--- src/hdl/tws_defs.svh ---
`ifndef TWS_DEFS_SVH
`define TWS_DEFS_SVH

// ==========================================================================
// Register map (byte addresses on APB).
`define TWS_OFF_ADDR 8'h00
`define TWS_OFF_CTRL 8'h04
`define TWS_OFF_STAT 8'h08
`define TWS_OFF_DATA 8'h0c
`define TWS_OFF_SLEEP 8'h10

// ==========================================================================
// Reset values.
`define TWS_ADDR_RST 8'h00
`define TWS_CTRL_RST 8'h00
`define TWS_DATA_RST 8'hff
`define TWS_SLEEP_RST 1'b0

// ==========================================================================
// Field positions.
`define TWS_GC_EN_BIT 0
`define TWS_RW_BIT 0
`define TWS_SLEEP_BIT 0
`define TWS_GC_ADDR 7'h00
`define TWS_FLAG_BIT 7
`define TWS_START_BIT 5

// ==========================================================================
// Status codes, low three bits (prescaler field) always zero.
`define TWS_ST_IDLE 8'hf8
`define TWS_ST_OWN_W 8'h60
`define TWS_ST_ARB_OWN_W 8'h68
`define TWS_ST_GC 8'h70
`define TWS_ST_ARB_GC 8'h78
`define TWS_ST_DATA_ACK 8'h80
`define TWS_ST_DATA_NACK 8'h88
`define TWS_ST_GC_DATA_ACK 8'h90
`define TWS_ST_GC_DATA_NACK 8'h98

// ==========================================================================
// Bit count of one byte on the bus.
`define TWS_BYTE_BITS 4'h8

`endif

--- src/hdl/tws_pkg.sv ---
package tws_pkg;

  // ========================================================================
  // Bus pins as sampled by the system clock.
  typedef struct packed {
    logic scl;
    logic sda;
  } tws_pins_s;

  // ========================================================================
  // Control register layout, bit 7 down to bit 0.
  typedef struct packed {
    logic event_pending_flag;
    logic acknowledge_enable;
    logic start_request;
    logic stop_request;
    logic write_collision_flag;
    logic interface_enable;
    logic reserved;
    logic event_irq_enable;
  } tws_ctrl_s;

  // ========================================================================
  // Slave receiver states.
  typedef enum logic [6:0] {
    ST_IDLE     = 7'b000_0001,
    ST_ADDR     = 7'b000_0010,
    ST_ADDR_ACK = 7'b000_0100,
    ST_DATA     = 7'b000_1000,
    ST_DATA_ACK = 7'b001_0000,
    ST_HOLD     = 7'b010_0000,
    ST_UNADDR   = 7'b100_0000
  } tws_state_e;

endpackage

--- src/hdl/tws_sync.sv ---
`timescale 1ns/100ps
`default_nettype none

module tws_sync #(
  parameter int WIDTH = 2
) (
  // Clock and reset
  input wire logic clk,
  input wire logic sys_rst,
  // Signals from outside the clock domain
  input wire logic [WIDTH-1:0] async_in,
  // Signals after two flip-flops
  output logic [WIDTH-1:0] sync_out
);

  // ========================================================================
  // Two flip-flops per bit; the first stage feeds only the second.
  genvar i;
  generate
    for (i = 0; i < WIDTH; i++) begin : g_bit
      logic meta;
      always_ff @(posedge clk) begin
        if (sys_rst) begin
          meta <= 1'b1;
          sync_out[i] <= 1'b1;
        end else begin
          meta <= async_in[i];
          sync_out[i] <= meta;
        end
      end
    end
  endgenerate

endmodule

`default_nettype wire

--- src/hdl/tws_slave_rx.sv ---
// Operation
// - Answer as slave only to the 7-bit address in own-address bits 7..1.
// - Own-address bit 0 set enables general call address 0x00; clear ignores it.
// - Address or general call is acknowledged only while acknowledge enable is one.
// - After a match, direction bit 0 enters receive; 1 means transmit (here a read address is never matched or acknowledged).
// - Own address with write bit sets the event flag and a valid status.
// - Status prescaler bits read as zero.
// - Addressed after lost arbitration, report the arbitration-lost codes.
// - Acknowledge enable cleared mid-transfer gives not-acknowledge after next byte.
// - With acknowledge enable zero, keep watching the bus; recognition resumes later.
// - In deep sleep, still match and acknowledge, running off the bus clock (here matching stays on the system clock, sampling SCL).
// - On match in deep sleep, wake and hold SCL low until flag cleared.
// - After deep sleep wake the data register may not hold the last byte.
// - Own write address acknowledged reports 0x60; next byte acknowledge follows enable.
// - Arbitration lost then own write address reports 0x68, same acknowledge choice.
// - General call acknowledged reports 0x70, or 0x78 after lost arbitration.
// - Data byte acknowledged reports 0x80 with the byte in the data register.
// - Data byte not-acknowledged reports 0x88; flag clear returns to unaddressed.
// - Leaving 0x88, recognition needs acknowledge enable; start request sends START later.
`timescale 1ns/100ps
`default_nettype none
`include "tws_defs.svh"

module tws_slave_rx #(
  parameter int ADDR_W = 8
) (
  // Clock and reset
  input wire logic clk,
  input wire logic sys_rst,
  // APB slave
  input wire logic psel,
  input wire logic penable,
  input wire logic pwrite,
  input wire logic [ADDR_W-1:0] paddr,
  input wire logic [31:0] pwdata,
  output logic [31:0] prdata,
  output logic pready,
  output logic pslverr,
  // Two-wire bus pins
  input wire logic scl_in,
  output logic scl_out,
  output logic scl_oe,
  input wire logic sda_in,
  output logic sda_out,
  output logic sda_oe,
  // Master side of the interface and power control
  input wire logic master_arb_lost,
  output logic start_on_free,
  output logic wake_req
);

  // ========================================================================
  // Register hit decoding.
  function automatic logic addr_hit(input logic [ADDR_W-1:0] a, input logic [7:0] off);
    addr_hit = (a == ADDR_W'(off));
  endfunction

  // ========================================================================
  // State and registers.
  tws_pkg::tws_state_e state;
  tws_pkg::tws_state_e next_state;
  tws_pkg::tws_ctrl_s ctrl;
  tws_pkg::tws_ctrl_s next_ctrl;
  tws_pkg::tws_pins_s pins_raw;
  tws_pkg::tws_pins_s pins;
  tws_pkg::tws_pins_s pins_prev;
  logic [7:0] own_slave_address;
  logic [7:0] bus_status_code_reg;
  logic [7:0] bus_data_reg;
  logic [7:0] shift;
  logic [3:0] bit_cnt;
  logic deep_sleep;
  logic arb_lost_seen;
  logic gc_addressed;
  logic data_acked;
  logic start_pending;

  // ========================================================================
  // Pin synchronisers and bus condition detection.
  assign pins_raw.scl = scl_in;
  assign pins_raw.sda = sda_in;

  tws_sync #(
    .WIDTH(2)
  ) u_sync (
    .clk(clk),
    .sys_rst(sys_rst),
    .async_in(pins_raw),
    .sync_out(pins)
  );

  always_ff @(posedge clk) begin
    if (sys_rst) begin
      pins_prev <= '1;
    end else begin
      pins_prev <= pins;
    end
  end

  // The bus clock is sampled here, so deep sleep keeps matching on its edges.
  wire scl_rise = pins.scl & ~pins_prev.scl;
  wire scl_fall = ~pins.scl & pins_prev.scl;
  wire start_cond = pins.scl & pins_prev.scl & pins_prev.sda & ~pins.sda;
  wire stop_cond = pins.scl & pins_prev.scl & ~pins_prev.sda & pins.sda;
  wire bus_free = (state == tws_pkg::ST_IDLE) & pins.scl & pins.sda;

  // ========================================================================
  // APB decode: one wait state, then the answer.
  wire apb_access = psel & penable & ~pready;
  wire apb_take = psel & penable & pready & pwrite;
  wire hit_addr = addr_hit(paddr, `TWS_OFF_ADDR);
  wire hit_ctrl = addr_hit(paddr, `TWS_OFF_CTRL);
  wire hit_stat = addr_hit(paddr, `TWS_OFF_STAT);
  wire hit_data = addr_hit(paddr, `TWS_OFF_DATA);
  wire hit_sleep = addr_hit(paddr, `TWS_OFF_SLEEP);
  wire hit_any = hit_addr | hit_ctrl | hit_stat | hit_data | hit_sleep;
  wire wr_addr = apb_take & hit_addr;
  wire wr_ctrl = apb_take & hit_ctrl;
  wire wr_data = apb_take & hit_data;
  wire wr_sleep = apb_take & hit_sleep;
  wire flag_clr = wr_ctrl & pwdata[`TWS_FLAG_BIT];
  wire [7:0] ctrl_rd = ctrl;
  wire [7:0] rd_byte = hit_addr ? own_slave_address :
                       hit_ctrl ? ctrl_rd :
                       hit_stat ? bus_status_code_reg :
                       hit_data ? bus_data_reg :
                       hit_sleep ? {7'h00, deep_sleep} : 8'h00;

  always_ff @(posedge clk) begin
    if (sys_rst) begin
      pready <= 1'b0;
      pslverr <= 1'b0;
      prdata <= 32'h0000_0000;
    end else begin
      pready <= apb_access;
      pslverr <= apb_access & ~hit_any;
      prdata <= (apb_access & ~pwrite) ? {24'h00_0000, rd_byte} : 32'h0000_0000;
    end
  end

  // ========================================================================
  // Address and direction evaluation.
  wire own_hit = (shift[7:1] == own_slave_address[7:1]);
  wire gc_hit = (shift[7:1] == `TWS_GC_ADDR) & own_slave_address[`TWS_GC_EN_BIT];
  wire dir_write = ~shift[`TWS_RW_BIT];
  wire addr_match = ctrl.interface_enable & ctrl.acknowledge_enable & dir_write &
                    (own_hit | gc_hit);
  wire byte_done = scl_fall & (bit_cnt == `TWS_BYTE_BITS);
  wire in_addr_ack = (state == tws_pkg::ST_ADDR_ACK);
  wire in_data_ack = (state == tws_pkg::ST_DATA_ACK);
  wire event_set = (in_addr_ack | in_data_ack) & scl_fall & ~start_cond & ~stop_cond;
  wire addr_event = in_addr_ack & event_set;
  wire data_event = in_data_ack & event_set;
  wire nack_sent = ~data_acked & (bus_status_code_reg != `TWS_ST_IDLE);

  // ========================================================================
  // Next state.
  always_comb begin
    next_state = state;
    if (!ctrl.interface_enable) begin
      next_state = tws_pkg::ST_IDLE;
    end else if (start_cond) begin
      next_state = tws_pkg::ST_ADDR;
    end else if (stop_cond) begin
      next_state = tws_pkg::ST_IDLE;
    end else begin
      unique case (state)
        tws_pkg::ST_IDLE: begin
          next_state = tws_pkg::ST_IDLE;
        end
        tws_pkg::ST_ADDR: begin
          if (byte_done) begin
            next_state = addr_match ? tws_pkg::ST_ADDR_ACK : tws_pkg::ST_UNADDR;
          end
        end
        tws_pkg::ST_ADDR_ACK: begin
          if (scl_fall) begin
            next_state = tws_pkg::ST_HOLD;
          end
        end
        tws_pkg::ST_DATA: begin
          if (byte_done) begin
            next_state = tws_pkg::ST_DATA_ACK;
          end
        end
        tws_pkg::ST_DATA_ACK: begin
          if (scl_fall) begin
            next_state = tws_pkg::ST_HOLD;
          end
        end
        tws_pkg::ST_HOLD: begin
          if (flag_clr) begin
            next_state = nack_sent ? tws_pkg::ST_UNADDR : tws_pkg::ST_DATA;
          end
        end
        tws_pkg::ST_UNADDR: begin
          next_state = tws_pkg::ST_UNADDR;
        end
        default: begin
          next_state = tws_pkg::ST_IDLE;
        end
      endcase
    end
  end

  always_ff @(posedge clk) begin
    if (sys_rst) begin
      state <= tws_pkg::ST_IDLE;
    end else begin
      state <= next_state;
    end
  end

  // ========================================================================
  // Bit counter and receive shifter.
  wire shifting = (state == tws_pkg::ST_ADDR) | (state == tws_pkg::ST_DATA);
  wire cnt_clear = start_cond | (next_state == tws_pkg::ST_DATA && state != tws_pkg::ST_DATA);

  always_ff @(posedge clk) begin
    if (sys_rst) begin
      bit_cnt <= 4'h0;
      shift <= 8'h00;
    end else if (cnt_clear) begin
      bit_cnt <= 4'h0;
    end else if (shifting & scl_rise) begin
      bit_cnt <= bit_cnt + 4'h1;
      shift <= {shift[6:0], pins.sda};
    end
  end

  // ========================================================================
  // Acknowledge decision, status and data capture.
  // The acknowledge choice is the enable bit as it stands when the byte ends.
  wire byte_ack = ctrl.acknowledge_enable;
  wire [7:0] addr_code = gc_hit ?
                         (arb_lost_seen ? `TWS_ST_ARB_GC : `TWS_ST_GC) :
                         (arb_lost_seen ? `TWS_ST_ARB_OWN_W : `TWS_ST_OWN_W);
  wire [7:0] data_code = gc_addressed ?
                         (data_acked ? `TWS_ST_GC_DATA_ACK : `TWS_ST_GC_DATA_NACK) :
                         (data_acked ? `TWS_ST_DATA_ACK : `TWS_ST_DATA_NACK);
  wire [7:0] next_status = addr_event ? addr_code :
                           data_event ? data_code :
                           (state == tws_pkg::ST_HOLD && !flag_clr) ? bus_status_code_reg :
                           (state == tws_pkg::ST_HOLD) ? `TWS_ST_IDLE : bus_status_code_reg;

  always_ff @(posedge clk) begin
    if (sys_rst) begin
      bus_status_code_reg <= `TWS_ST_IDLE;
      data_acked <= 1'b0;
      gc_addressed <= 1'b0;
    end else begin
      bus_status_code_reg <= next_status;
      if (state == tws_pkg::ST_DATA && byte_done) begin
        data_acked <= byte_ack;
      end else if (addr_event) begin
        data_acked <= 1'b1;
      end
      if (addr_event) begin
        gc_addressed <= gc_hit;
      end
    end
  end

  // Received bytes land here; the address phase of a wake never touches it.
  always_ff @(posedge clk) begin
    if (sys_rst) begin
      bus_data_reg <= `TWS_DATA_RST;
    end else if (state == tws_pkg::ST_DATA && byte_done) begin
      bus_data_reg <= shift;
    end else if (wr_data & ctrl.event_pending_flag) begin
      bus_data_reg <= pwdata[7:0];
    end
  end

  // ========================================================================
  // Own address, sleep and arbitration bookkeeping.
  always_ff @(posedge clk) begin
    if (sys_rst) begin
      own_slave_address <= `TWS_ADDR_RST;
    end else if (wr_addr) begin
      own_slave_address <= pwdata[7:0];
    end
  end

  always_ff @(posedge clk) begin
    if (sys_rst) begin
      deep_sleep <= `TWS_SLEEP_RST;
      wake_req <= 1'b0;
    end else begin
      wake_req <= addr_event & deep_sleep;
      if (addr_event) begin
        deep_sleep <= 1'b0;
      end else if (wr_sleep) begin
        deep_sleep <= pwdata[`TWS_SLEEP_BIT];
      end
    end
  end

  always_ff @(posedge clk) begin
    if (sys_rst) begin
      arb_lost_seen <= 1'b0;
    end else begin
      arb_lost_seen <= master_arb_lost | (arb_lost_seen & ~addr_event);
    end
  end

  // A START after leaving the not-acknowledged state waits for a free bus.
  wire leave_nack = (state == tws_pkg::ST_HOLD) & flag_clr & nack_sent;
  wire start_set = leave_nack & pwdata[`TWS_START_BIT];

  always_ff @(posedge clk) begin
    if (sys_rst) begin
      start_pending <= 1'b0;
      start_on_free <= 1'b0;
    end else begin
      start_pending <= start_set | (start_pending & ~bus_free);
      start_on_free <= start_pending & bus_free;
    end
  end

  // ========================================================================
  // Control register: the hardware set of the flag wins over a clear.
  always_comb begin
    next_ctrl = ctrl;
    if (wr_ctrl) begin
      next_ctrl = tws_pkg::tws_ctrl_s'(pwdata[7:0]);
      next_ctrl.write_collision_flag = ctrl.write_collision_flag;
      next_ctrl.reserved = 1'b0;
    end
    if (wr_data) begin
      next_ctrl.write_collision_flag = ~ctrl.event_pending_flag;
    end
    next_ctrl.event_pending_flag = event_set | (ctrl.event_pending_flag & ~flag_clr);
  end

  always_ff @(posedge clk) begin
    if (sys_rst) begin
      ctrl <= tws_pkg::tws_ctrl_s'(`TWS_CTRL_RST);
    end else begin
      ctrl <= next_ctrl;
    end
  end

  // ========================================================================
  // Pin drivers: acknowledge on SDA, stretching on SCL.
  wire next_ack_drive = (next_state == tws_pkg::ST_ADDR_ACK) |
                        ((next_state == tws_pkg::ST_DATA_ACK) &
                         ((state == tws_pkg::ST_DATA) ? byte_ack : data_acked));
  wire next_stretch = (next_state == tws_pkg::ST_HOLD) & next_ctrl.event_pending_flag;

  always_ff @(posedge clk) begin
    if (sys_rst) begin
      sda_oe <= 1'b0;
      scl_oe <= 1'b0;
      sda_out <= 1'b0;
      scl_out <= 1'b0;
    end else begin
      sda_oe <= next_ack_drive;
      scl_oe <= next_stretch;
      sda_out <= 1'b0;
      scl_out <= 1'b0;
    end
  end

endmodule

`default_nettype wire

--- config.mk ---
export PLATFORM = sky130hd
export DESIGN_NAME = tws_slave_rx
export DESIGN_NICKNAME = d
export VERILOG_FILES = /design/src/hdl/tws_pkg.sv /design/src/hdl/tws_sync.sv /design/src/hdl/tws_slave_rx.sv
export VERILOG_INCLUDE_DIRS = /design/src /design/src/hdl
export SDC_FILE = /design/constraint.sdc
export NUM_CORES = 1
export LEC_CHECK = 0
export BUFFER_PORTS_ARGS = -buffer_cell sky130_fd_sc_hd__buf_2
export CORE_ASPECT_RATIO = 1.4
export CORE_UTILIZATION = 45
export DETAILED_ROUTE_END_ITERATION = 16
export HOLD_SLACK_MARGIN = 0.03
export PLACE_DENSITY = 0.69
export SLEW_MARGIN = 30
export SYNTH_ARGS = -nofsm -noshare
export SYNTH_HDL_FRONTEND = slang
export SYNTH_HIERARCHICAL = 1
export SYNTH_SLANG_ARGS = --single-unit
--- constraint.sdc ---
create_clock -name clk -period 3.5 [get_ports clk]
set_input_delay 0.35 -clock clk [delete_from_list [all_inputs] [get_ports clk]]
set_output_delay 0.35 -clock clk [all_outputs]
set_load 0.03 [all_outputs]
==> implementation parameters <==
Parameter                              Value

Power and ir drop
  Combinational Power Share ... 6.5%
  Max IR drop VDD ... 0.000389 V
  Internal Pwr Total ... 1.16 mW
  Leakage ... roughly 1.7 nW
  Power per cell area ... 394 nW/um^2
  Switching share of power ... 23.7%
  Flop pwr share ... a little over half
  Clock network fraction of total power ... between 30% and 40%
  Net switching component of the power ... 360 uW

STA
  Share of the clock period used by the worst path ... 74.4%
  Setup Viol. Count Final ... 0
  Highest attainable clock frequency ... a little under 400 MHz
  Final max-slew violation count ... 0
  Setup TNS Final ... 0 ns
  Setup repair after global routing missed its margin ... no
  Worst-case setup margin in the final layout ... 0.896 ns
  Worst relative slew slack ... 42.0%
  Clock period minus final worst setup slack ... 2.60 ns
  Final number of hold-violating endpoints ... 0
  Min Hold Slack ... 0.182 ns
  Slew at the pin closest to its max-slew limit ... 0.869 ns
  Clock skew ... around 0.0065 ns

Critical path
  Required time worst endpoint ... 3.71 ns
  Crit Path Category ... reg -> reg
  Maximum fanout count along the critical path ... 10
  Stage delay of the slowest cell on the critical path ... 0.71 ns
  Critical Path AT ... ~2.8 ns
  CP delay by family, top ... simple AND/OR/NAND/NOR gates
  Nature of the critical path endpoint ... flop
  Master of the slowest instance on the critical path ... or4_1
  Type of element launching the critical path ... flop
  Worst Path Buf+Inv ... 0
  Worst path cell trace ... or4_1, or3_4, a21oi_2, mux2i_1, nor2_1

Layout
  # nets final ... 489
  Area of combinational cells with multiple inputs ... 1880 sq um
  Final Non-Filler Cells ... 539
  Ratio of cells with drive above 1 in the final layout ... 14.9%
  Antenna diode count ... 0
  Fillers ... 706
  FF/Latch Area ... 1420 sq um
  Area growth from synthesis to layout ... 9.42%

Drt
  Remaining antenna violation count after routing ... 0
  Number of DRC violations after detailed-routing iteration 0 ... between 150 and 200
  Total Wirelength ... 8420 um
  Total number of vias ... 2947
  Initial DRT Pass Iterations ... 5
  Final routed wire length divided by cell count ... roughly 16 um
  Routed vias/inst ... 5.47
  Drc violations ... 0

Global route
  First-pass GRT wire length ... about 14000 um
  Via count of the first global-routing pass ... between 2000 and 3000
  Total track usage ... 21.8%
  GRT Residual Overflow ... 0
  Pin count of the biggest net entering global routing ... 51
  Antenna violations before repair ... 0

Hold path
  Class of the tightest hold or removal check ... in -> reg

Clock tree
  Later-pin clock latency in the skew report ... 0.34 ns
  Sinks on Clock Net ... 71
  TritonCTS clock tree ... yes
  Count of hold buffers inserted by post-cts repair ... 0
  Number of post-CTS setup repair buffers ... 0
  H-tree depth reported by CTS ... 3
  Clock transition at path regs ... 0.07 ns
  Buffers from clock root to sink, at most ... 2
  Root buffer cell ... clkbuf_8
  Number of buffers created by CTS ... 9
  Total of cells resized after clock tree synthesis ... 0

Die
  Number of standard-cell rows in the floorplan ... 37
  Vertical die dimension ... 107 um
  Area of the die ... slightly above 8000 sq um
  Chip width ... 76.9 um
  Starting density of the core ... 47.4%
  Top-level I/O count ... between 80 and 90
  Standard cell core area ... 7450 sq um

Placement
  Final GP Congestion ... 0.900
  Half-perimeter wire length after detailed placement ... approximately 6000 um
  Worst slack, placed ... 0.923 ns
  Port-buffer cells ... 37
  Cell Count Post-Placement ... 525

Synth
  Share of synthesized area occupied by flip-flops and latches ... roughly 40%
  Async set-or-reset flop fraction in the synthesized netlist ... 0%
  YS warnings ... 6
  Number of distinct library cells after synthesis ... 62
  Synthesized netlist cell count ... 407
  Mean Syn Cell Area ... approximately 8.7 sq um
  Dominant register cell in the synthesized netlist ... dfxtp_1
  Netlist area before placement ... 3530 sq um
  Flops & latches, synth ... 71
  Number of synthesized flops with an enable pin ... 0

Run
  Number of maximum-capacitance constraint violations ... 0

Status
  Run status ... finished clean
[final cells by class]
class | instances | area share (%)
inverters | 10 | 0.971
clock buffers | 14 | 4.72
well taps | 97 | 3.14
multi-input cells | 305 | 48.6
flip-flops and latches | 71 | 36.8
repair buffers | 42 | 5.76
[worst register-to-register path: stages, from the launching register on]
cell and delay [ns]:
dfxtp_1 0.37, or4_1 0.71, or3_4 0.46, a21oi_2 0.61
mux2i_1 0.27, nor2_1 0.05
[power groups by stage]
stage	clock network (mW)	logic [mW]	registers (mW)
2_1_floorplan	0	0.0904	0.835
3_3_place_gp	0	0.0964	0.834
3_5_place_dp	0	0.0976	0.835
4_1_cts	0.624	0.0978	0.816
5_1_grt	0.657	0.106	0.816
6_report	0.608	0.0989	0.816
[metal layers]
metal,wire (um),track usage (%),vias to the layer above
met5,0,0,-
met4,274,10.4,0
met3,340,4.85,19
met2,4340,38.9,86
met1,3470,24.4,1398
li1,-,-,1444
[metrics by stage]
stage          util [%]  power (mW)  cell area, sq um
2_1_floorplan         -       0.925              3630
3_3_place_gp       49.4       0.931              3680
3_5_place_dp       49.4       0.932              3680
4_1_cts            51.9        1.54              3870
5_1_grt            51.9        1.58              3870
6_report           51.9        1.52              3870
[worst paths after layout]
path                               end  cells past startpoint  slack, ns                  from
setup / recovery              shift[1]                      5       0.90              state[5]
hold / removal    u_sync/g_bit[1].meta                      2       0.18                scl_in
setup reg to reg              shift[1]                      5       0.90              state[5]
hold reg to reg     u_sync/sync_out[1]                      1       0.41  u_sync/g_bit[1].meta
[cells by family (layout without fill, tap and decap cells)]
logic type | count (synthesis) | after routing | synth area share (%)
compound gates | 68 | 68 | 13.7
xor+xnor | 13 | 13 | 3.22
fa+ha+maj | 2 | 2 | 0.708
buf+inv | 56 | 66 | 9.21
flops | 71 | 71 | 40.2
mux | 29 | 29 | 8.25
other cells | 1 | 26 | 0.106
simple gates | 167 | 167 | 24.5
[cell usage after synthesis, drive strengths merged (8+ instances only)]
library cell / count / share of area [%]
nor2: 64 / 6.8
clkbuf: 16 / 1.7
and3: 9 / 1.6
o21ai: 10 / 1.4
nor3: 15 / 2.1
a211oi: 13 / 2.9
nand2: 19 / 2.0
a21oi: 12 / 1.8
xnor2: 9 / 2.2
buf: 30 / 6.4
dfxtp: 71 / 40
nand3: 9 / 1.3
or2: 8 / 1.4
inv: 10 / 1.1
o21bai: 10 / 2.1
mux2i: 28 / 7.9
[placed cells by master, fill, tap and decap left out, drive strengths merged, types with 9 or more instances in the layout]
master  synthesis  layout
nor3           15      15
and3            9       9
buf            30      42
a21oi          12      12
clkbuf         16      14
xnor2           9       9
nand3           9       9
dfxtp          71      71
a211oi         13      13
conb            1      26
nand2          19      19
mux2i          28      28
o21ai          10      10
inv            10      10
o21bai         10      10
nor2           64      64
Power figures use the tool's default switching activity.
